==> src/hdl/level_tieoff_consts.svh <==
// register map, field positions, reset values and thresholds of the level readout block
`ifndef LEVEL_TIEOFF_CONSTS_SVH
`define LEVEL_TIEOFF_CONSTS_SVH

`define ADDR_PEAK_CTRL      7'h67
`define ADDR_TIEOFF_MODE    7'h6a
`define ADDR_PULLDOWN_SEL   7'h6b
`define ADDR_P2P_LEFT       7'h6c
`define ADDR_P2P_RIGHT      7'h6d
`define ADDR_PEAK_LEFT      7'h6e
`define ADDR_PEAK_RIGHT     7'h6f
`define ADDR_FLAGS          7'h70
`define ADDR_BUFFER_CTRL    7'h71

`define BIT_PEAK_CLEAR      7
`define BIT_PEAK_HOLD       6
`define BIT_MANUAL_ENABLE   8
`define BIT_DIRECT_ENABLE   8
`define BIT_BUFFER_BYPASS   6
`define BIT_BUFFERED_REF    5
`define BIT_GATE_RIGHT      5
`define BIT_GATE_LEFT       4
`define BIT_RAPID_LEFT      1
`define BIT_RAPID_RIGHT     0

`define SEL_SMALL_RES       3'h1
`define SEL_MIDDLE_RES      3'h2
`define SEL_LARGE_RES       3'h4
`define SEL_NONE            3'h0

`define RAPID_THRESHOLD     9'h1bf
`define RESET_CTRL_BIT      1'h0
`define RESET_SEL           3'h0
`define RESET_LEVEL         9'h000

`endif

==> src/hdl/level_tieoff_pkg.sv <==
// types carried between the level path, the tie-off analog and this register block
package level_tieoff_pkg;

    typedef struct packed {
        logic [8:0] p2p_left;
        logic [8:0] p2p_right;
        logic [8:0] peak_left;
        logic [8:0] peak_right;
        logic       gate_left;
        logic       gate_right;
    } level_status_t;

    typedef struct packed {
        logic       manual_tieoff_enable;
        logic [2:0] midsupply_pulldown_select;
        logic       direct_buffer_ctrl_enable;
        logic       tieoff_buffer_bypass;
        logic       buffered_ref_tie;
    } tieoff_ctrl_t;

endpackage : level_tieoff_pkg

==> src/hdl/level_readout_tieoff_regs.sv <==
// level readout, flag and manual tie-off register bank
`timescale 1ns/10ps
`default_nettype none
`include "level_tieoff_consts.svh"

module level_readout_tieoff_regs
    import level_tieoff_pkg::*;
(
    // clock and reset
    input  wire logic          clk_sys,
    input  wire logic          arst_n,
    // register port from the serial control decoder
    input  wire logic [6:0]    reg_addr,
    input  wire logic [8:0]    reg_wdata,
    input  wire logic          reg_wr,
    input  wire logic          reg_rd,
    output var  logic [8:0]    reg_rdata,
    output var  logic          reg_rvalid,
    // live measurements from the level-control path
    input  wire level_status_t levels,
    // tie-off and peak-hold controls
    output var  tieoff_ctrl_t  tieoff_out,
    output var  logic          peak_hold_enable
);

    logic       manual_tieoff_enable_reg;
    logic [2:0] midsupply_pulldown_select_reg;
    logic       direct_buffer_ctrl_enable_reg;
    logic       tieoff_buffer_bypass_reg;
    logic       buffered_ref_tie_reg;
    logic       peak_hold_reg;
    logic       peak_clear;
    logic [8:0] left_p2p_level_reg;
    logic [8:0] right_p2p_level_reg;
    logic [8:0] left_peak_level_reg;
    logic [8:0] right_peak_level_reg;
    logic       left_gate_reg;
    logic       right_gate_reg;
    logic       left_rapid_reduce_flag;
    logic       right_rapid_reduce_flag;
    logic [8:0] rdata_next;
    logic [2:0] sel_decoded;

    function automatic logic [8:0] track(input logic [8:0] stored, input logic [8:0] live,
                                         input logic hold, input logic clr);
        if (!hold || clr) begin
            return live;
        end
        return (live > stored) ? live : stored;
    endfunction : track

    // one-cycle clear pulse when software writes one to the clear bit
    assign peak_clear = reg_wr && (reg_addr == `ADDR_PEAK_CTRL) && reg_wdata[`BIT_PEAK_CLEAR];

    // writable control bits; readout addresses take no write
    always_ff @(posedge clk_sys or negedge arst_n) begin
        if (!arst_n) begin
            manual_tieoff_enable_reg      <= `RESET_CTRL_BIT;
            midsupply_pulldown_select_reg <= `RESET_SEL;
            direct_buffer_ctrl_enable_reg <= `RESET_CTRL_BIT;
            tieoff_buffer_bypass_reg      <= `RESET_CTRL_BIT;
            buffered_ref_tie_reg          <= `RESET_CTRL_BIT;
            peak_hold_reg                 <= `RESET_CTRL_BIT;
        end else if (reg_wr) begin
            unique case (reg_addr)
                `ADDR_PEAK_CTRL: begin
                    peak_hold_reg <= reg_wdata[`BIT_PEAK_HOLD];
                end
                `ADDR_TIEOFF_MODE: begin
                    manual_tieoff_enable_reg <= reg_wdata[`BIT_MANUAL_ENABLE];
                end
                `ADDR_PULLDOWN_SEL: begin
                    midsupply_pulldown_select_reg <= reg_wdata[2:0];
                end
                `ADDR_BUFFER_CTRL: begin
                    direct_buffer_ctrl_enable_reg <= reg_wdata[`BIT_DIRECT_ENABLE];
                    tieoff_buffer_bypass_reg      <= reg_wdata[`BIT_BUFFER_BYPASS];
                    buffered_ref_tie_reg          <= reg_wdata[`BIT_BUFFERED_REF];
                end
                default: begin
                end
            endcase
        end
    end

    // level capture: track live values, or keep the highest while held
    always_ff @(posedge clk_sys or negedge arst_n) begin
        if (!arst_n) begin
            left_p2p_level_reg   <= `RESET_LEVEL;
            right_p2p_level_reg  <= `RESET_LEVEL;
            left_peak_level_reg  <= `RESET_LEVEL;
            right_peak_level_reg <= `RESET_LEVEL;
        end else begin
            left_p2p_level_reg   <= track(left_p2p_level_reg, levels.p2p_left,
                                          peak_hold_reg, peak_clear);
            right_p2p_level_reg  <= track(right_p2p_level_reg, levels.p2p_right,
                                          peak_hold_reg, peak_clear);
            left_peak_level_reg  <= track(left_peak_level_reg, levels.peak_left,
                                          peak_hold_reg, peak_clear);
            right_peak_level_reg <= track(right_peak_level_reg, levels.peak_right,
                                          peak_hold_reg, peak_clear);
        end
    end

    // gate and rapid-reduction flags follow the live signal
    always_ff @(posedge clk_sys or negedge arst_n) begin
        if (!arst_n) begin
            left_gate_reg           <= 1'h0;
            right_gate_reg          <= 1'h0;
            left_rapid_reduce_flag  <= 1'h0;
            right_rapid_reduce_flag <= 1'h0;
        end else begin
            left_gate_reg           <= levels.gate_left;
            right_gate_reg          <= levels.gate_right;
            left_rapid_reduce_flag  <= levels.peak_left > `RAPID_THRESHOLD;
            right_rapid_reduce_flag <= levels.peak_right > `RAPID_THRESHOLD;
        end
    end

    // read multiplexer, unused bits zero
    always_comb begin
        rdata_next = 9'h000;
        unique case (reg_addr)
            `ADDR_PEAK_CTRL: begin
                rdata_next[`BIT_PEAK_HOLD] = peak_hold_reg;
            end
            `ADDR_TIEOFF_MODE: begin
                rdata_next[`BIT_MANUAL_ENABLE] = manual_tieoff_enable_reg;
            end
            `ADDR_PULLDOWN_SEL: begin
                rdata_next[2:0] = midsupply_pulldown_select_reg;
            end
            `ADDR_P2P_LEFT: begin
                rdata_next = left_p2p_level_reg;
            end
            `ADDR_P2P_RIGHT: begin
                rdata_next = right_p2p_level_reg;
            end
            `ADDR_PEAK_LEFT: begin
                rdata_next = left_peak_level_reg;
            end
            `ADDR_PEAK_RIGHT: begin
                rdata_next = right_peak_level_reg;
            end
            `ADDR_FLAGS: begin
                rdata_next[`BIT_GATE_RIGHT]  = right_gate_reg;
                rdata_next[`BIT_GATE_LEFT]   = left_gate_reg;
                rdata_next[`BIT_RAPID_LEFT]  = left_rapid_reduce_flag;
                rdata_next[`BIT_RAPID_RIGHT] = right_rapid_reduce_flag;
            end
            `ADDR_BUFFER_CTRL: begin
                rdata_next[`BIT_DIRECT_ENABLE] = direct_buffer_ctrl_enable_reg;
                rdata_next[`BIT_BUFFER_BYPASS] = tieoff_buffer_bypass_reg;
                rdata_next[`BIT_BUFFERED_REF]  = buffered_ref_tie_reg;
            end
            default: begin
                rdata_next = 9'h000;
            end
        endcase
    end

    always_ff @(posedge clk_sys or negedge arst_n) begin
        if (!arst_n) begin
            reg_rdata  <= 9'h000;
            reg_rvalid <= 1'h0;
        end else begin
            reg_rvalid <= reg_rd;
            if (reg_rd) begin
                reg_rdata <= rdata_next;
            end
        end
    end

    // one-hot pull-down decode; anything else selects no resistor
    always_comb begin
        unique case (midsupply_pulldown_select_reg)
            `SEL_SMALL_RES:  sel_decoded = `SEL_SMALL_RES;
            `SEL_MIDDLE_RES: sel_decoded = `SEL_MIDDLE_RES;
            `SEL_LARGE_RES:  sel_decoded = `SEL_LARGE_RES;
            default:         sel_decoded = `SEL_NONE;
        endcase
    end

    // tie-off control outputs, all registered
    always_ff @(posedge clk_sys or negedge arst_n) begin
        if (!arst_n) begin
            tieoff_out       <= '0;
            peak_hold_enable <= 1'h0;
        end else begin
            tieoff_out.manual_tieoff_enable      <= manual_tieoff_enable_reg;
            tieoff_out.midsupply_pulldown_select <= manual_tieoff_enable_reg ?
                                                    sel_decoded : `SEL_NONE;
            tieoff_out.direct_buffer_ctrl_enable <= direct_buffer_ctrl_enable_reg;
            tieoff_out.tieoff_buffer_bypass      <= direct_buffer_ctrl_enable_reg &&
                                                    tieoff_buffer_bypass_reg;
            tieoff_out.buffered_ref_tie          <= direct_buffer_ctrl_enable_reg &&
                                                    buffered_ref_tie_reg;
            peak_hold_enable                     <= peak_hold_reg;
        end
    end
endmodule : level_readout_tieoff_regs
`default_nettype wire

==> config.mk <==
export PLATFORM = sky130hd
export DESIGN_NAME = level_readout_tieoff_regs
export DESIGN_NICKNAME = d
export VERILOG_FILES = /design/src/hdl/level_tieoff_pkg.sv /design/src/hdl/level_readout_tieoff_regs.sv
export VERILOG_INCLUDE_DIRS = /design/src /design/src/hdl
export SDC_FILE = /design/constraint.sdc
export NUM_CORES = 1
export LEC_CHECK = 0
export BUFFER_PORTS_ARGS = -buffer_cell sky130_fd_sc_hd__buf_2
export CAP_MARGIN = 20
export CORE_UTILIZATION = 50
export DETAILED_ROUTE_END_ITERATION = 12
export PLACE_DENSITY = 0.86
export SYNTH_ARGS = -nofsm -noshare
export SYNTH_HDL_FRONTEND = slang
export SYNTH_SLANG_ARGS = --single-unit
==> constraint.sdc <==
create_clock -name clk_sys -period 2 [get_ports clk_sys]
set_input_delay 0.2 -clock clk_sys [delete_from_list [all_inputs] [get_ports clk_sys]]
set_output_delay 0.2 -clock clk_sys [all_outputs]
set_load 0.1 [all_outputs]
==> flow_metrics.env <==
export IMPL_status="complete, but fails checks"
export IMPL_violations="setup timing"
export IMPL_internal_power_mw=2.54
export IMPL_path_buf_inv=2
export IMPL_async_flop_share_pct=100
export IMPL_drc=0
export IMPL_syn_area_um2=3870
export IMPL_vias_per_cell=5.66
export IMPL_hold_viol_final=0
export IMPL_vias=3123
export IMPL_insertedDiodeCount=0
export IMPL_clock_path_buffers=2
export IMPL_grtUsageTotal_pct=23.4
export IMPL_cp_cell_sequence="inv_2 -> ha_4 -> a21oi_2 -> nand2_1 -> a221o_1 -> a31o_1 -> buf_6 -> mux2_4"
export IMPL_port_buffers=73
export IMPL_num_nets_final=542
export IMPL_synth_adder_area_share_pct=11.6
export IMPL_die_h_um=90.0
export IMPL_critPathMaxStageDelay_ns=0.41
export IMPL_combinationalPowerShare_pct=24.5
export IMPL_timing_final_ws_setup_ns=-0.0343
export IMPL_slew_headroom_pct=56.5
export IMPL_antenna_found_initial=0
export IMPL_fin_worst_skew_ns=0.00716
export IMPL_slew_viol_final=0
export IMPL_dr_first_iter_drc_count=133
export IMPL_period_share_pct=102
export IMPL_yosys_warnings=0
export IMPL_tightest_slew_ns=0.653
export IMPL_p_switching_mw=1.09
export IMPL_clock_power_share_pct=35.0
export IMPL_grt_start_max_net_pins=42
export IMPL_dieWidth_um=90.0
export IMPL_max_freq_mhz=492
export IMPL_crit_family="compound AO/OA/AOI/OAI gates"
export IMPL_rows=31
export IMPL_fill_cells=489
export IMPL_synth_cell_types=39
export IMPL_synth_avg_cell_area_um2=11.9
export IMPL_synth_xor_area_share_pct=0
export IMPL_total_power_mw=3.63
export IMPL_core_area_um2=7370
export IMPL_cts_root_buf="clkbuf_8"
export IMPL_synthMuxAreaShare_pct=20.9
export IMPL_die_area_um2=8100
export IMPL_final_setup_tns_ns=-0.169
export IMPL_syn_inst=325
export IMPL_slowest_stage="dfrtp_1"
export IMPL_p_leak_nw=2.61
export IMPL_r2r_slack_ns=-0.03
export IMPL_peakVddDrop_v=0.000457
export IMPL_clk_pin_slew_ns=0.07
export IMPL_yosys_area_share_simple_pct=9.34
export IMPL_critPathKind="register to register"
export IMPL_synth_edf_count=0
export IMPL_rsz0062_at_grt="true"
export IMPL_wl_per_cell_um=18.5
export IMPL_multi_input_area_um2=2290
export IMPL_routabilityCongestion=0.865
export IMPL_pin_count=76
export IMPL_required_ns=2.23
export IMPL_cp_start_kind="register"
export IMPL_grt_pass1_wl_um=14800
export IMPL_synth_top_family_by_area="multiplexers"
export IMPL_hp_class="input port to register"
export IMPL_ys_top_cells_by_count="66 x dfrtp_1, 43 x inv_1, 36 x ha_1, 27 x mux2_4, 21 x a21oi_1"
export IMPL_synth_seq_area_share_pct=42.7
export IMPL_syn2layout_area_growth_pct=35.2
export IMPL_switching_share_pct=30.1
export IMPL_hpwlAfterDp_um=6840
export IMPL_period_needed_ns=2.03
export IMPL_drv_cap=0
export IMPL_pwr_share_seq_pct=40.5
export IMPL_ant_nets=0
export IMPL_grt_overflow_total=0
export IMPL_seqCellArea_um2=1650
export IMPL_synth_ff_latch_count=66
export IMPL_synth_most_common_cell="dfrtp_1"
export IMPL_dr_pass1_iters=6
export IMPL_clock_latency_ns=0.35
export IMPL_start_util_pct=52.5
export IMPL_setup_violations=9
export IMPL_cts_tree="built"
export IMPL_syn_num_nets=419
export IMPL_critPathCaptureType="register"
export IMPL_grt_pass1_vias=3117
export IMPL_synth_ff_type="dfrtp_1"
export IMPL_finalWirelength_um=10200
export IMPL_netlist_top_cells_area="dfrtp_1 43%, ha_1 12%, mux2_4 10%"
export IMPL_cts_buffers=9
export IMPL_arrival_ns=2.27
export IMPL_clock_sinks=66
export IMPL_synth_compound_area_share_pct=8.79
export IMPL_crit_path_max_fanout=5
export IMPL_drive_above_1_share_pct=53.6
export IMPL_htree_levels=3
export IMPL_cellPowerDensity_nw_per_um2=694
export IMPL_dp_slack_ns=-0.0819
export IMPL_synth_top_area_share_pct=42.7
export IMPL_synth_top_area_cell="dfrtp_1"
-- layout make-up --
class	instances	share of cell area (%)
clock inverters	7	1.94
repair buffers	124	15.0
clock buffers	9	2.37
multi-input cells	204	43.7
inverters	43	3.09
flip-flops and latches	66	31.6
well taps	99	2.37
-- stage by stage --
stage                     std cells  util (%)  area, um^2  hold WS, ns
final                           552      71.0        5230       0.0814
after global routing            552      71.0        5230       0.0896
after CTS                       539      66.2        4880       0.0727
after detailed placement        514      61.1        4500        0.260
after global placement          514      61.1        4500        0.244
after floorplan                 325         -        3870      -0.0956
-- per-layer routing --
metal	routed length (um)	share of wire, %	global-route usage (%)
met5	0	0	0
met2	5290	52	38.7
met1	4200	41	29.6
met4	276	2.7	9.81
met3	444	4.3	5.25
-- cell usage in the layout, fill, tap and decap left out, types with 2 or more instances in the layout --
master | Yosys | layout
dfrtp_1 | 66 | 66
ha_4 | 0 | 18
nand4b_1 | 2 | 2
mux2_2 | 19 | 19
buf_2 | 1 | 73
a31o_4 | 0 | 2
bufinv_16 | 0 | 2
inv_1 | 43 | 32
nand2_1 | 11 | 11
buf_4 | 0 | 43
clkbuf_8 | 0 | 9
mux4_2 | 8 | 8
o21ai_0 | 9 | 8
and4_4 | 0 | 6
ha_1 | 36 | 18
nor2_1 | 12 | 11
and2_1 | 2 | 2
a21oi_2 | 0 | 5
nand3_1 | 10 | 7
a21o_1 | 3 | 3
and3_1 | 2 | 2
a31o_1 | 3 | 2
buf_6 | 6 | 4
a31oi_1 | 2 | 2
nor2b_1 | 2 | 2
nand3_4 | 0 | 2
nand4_1 | 5 | 5
dlygate4sd3_1 | 0 | 3
a21oi_1 | 21 | 16
nor4bb_1 | 3 | 3
a221o_1 | 3 | 3
inv_2 | 0 | 11
mux2_4 | 27 | 27
a32oi_1 | 4 | 4
-- logic make-up after synthesis --
group,after synthesis
muxes,55
buffers and inverters,56
DFF,66
and+or+nand+nor,61
AOI/OAI and AO/OA,51
adders and majority gates,36
-- final timing paths --
kind | start | endpoint | cells after the start
max | left_peak_level_reg[3] | left_peak_level_reg[0] | 8
min | reg_wdata[5] | buffered_ref_tie_reg | 2
max reg2reg | left_peak_level_reg[3] | left_peak_level_reg[0] | 8
min reg2reg | peak_hold_reg | peak_hold_enable | 0
max in group asynchronous | arst_n | manual_tieoff_enable_reg | 3
min in group asynchronous | arst_n | left_p2p_level_reg[4] | 2
-- power groups by stage --
stage	clock, mW	combinational [mW]	sequential, mW
final	1.27	0.890	1.47
after CTS	1.28	0.764	1.47
after global routing	1.34	0.954	1.48
after floorplan	0	0.352	1.61
after global placement	0	0.693	1.49
after detailed placement	0	0.721	1.49
-- repair_timing --
action | in CTS | in global routing
gates cloned | 0 | 1
setup endpoints to repair | 36 | 36
pin swaps | 4 | 22
setup buffers | 6 | 12
endpoints found under the hold margin | 27 | 0
hold buffers | 3 | 0
gates resized for setup | 13 | 44
No activity file was read; power rests on OpenSTA's default activity.
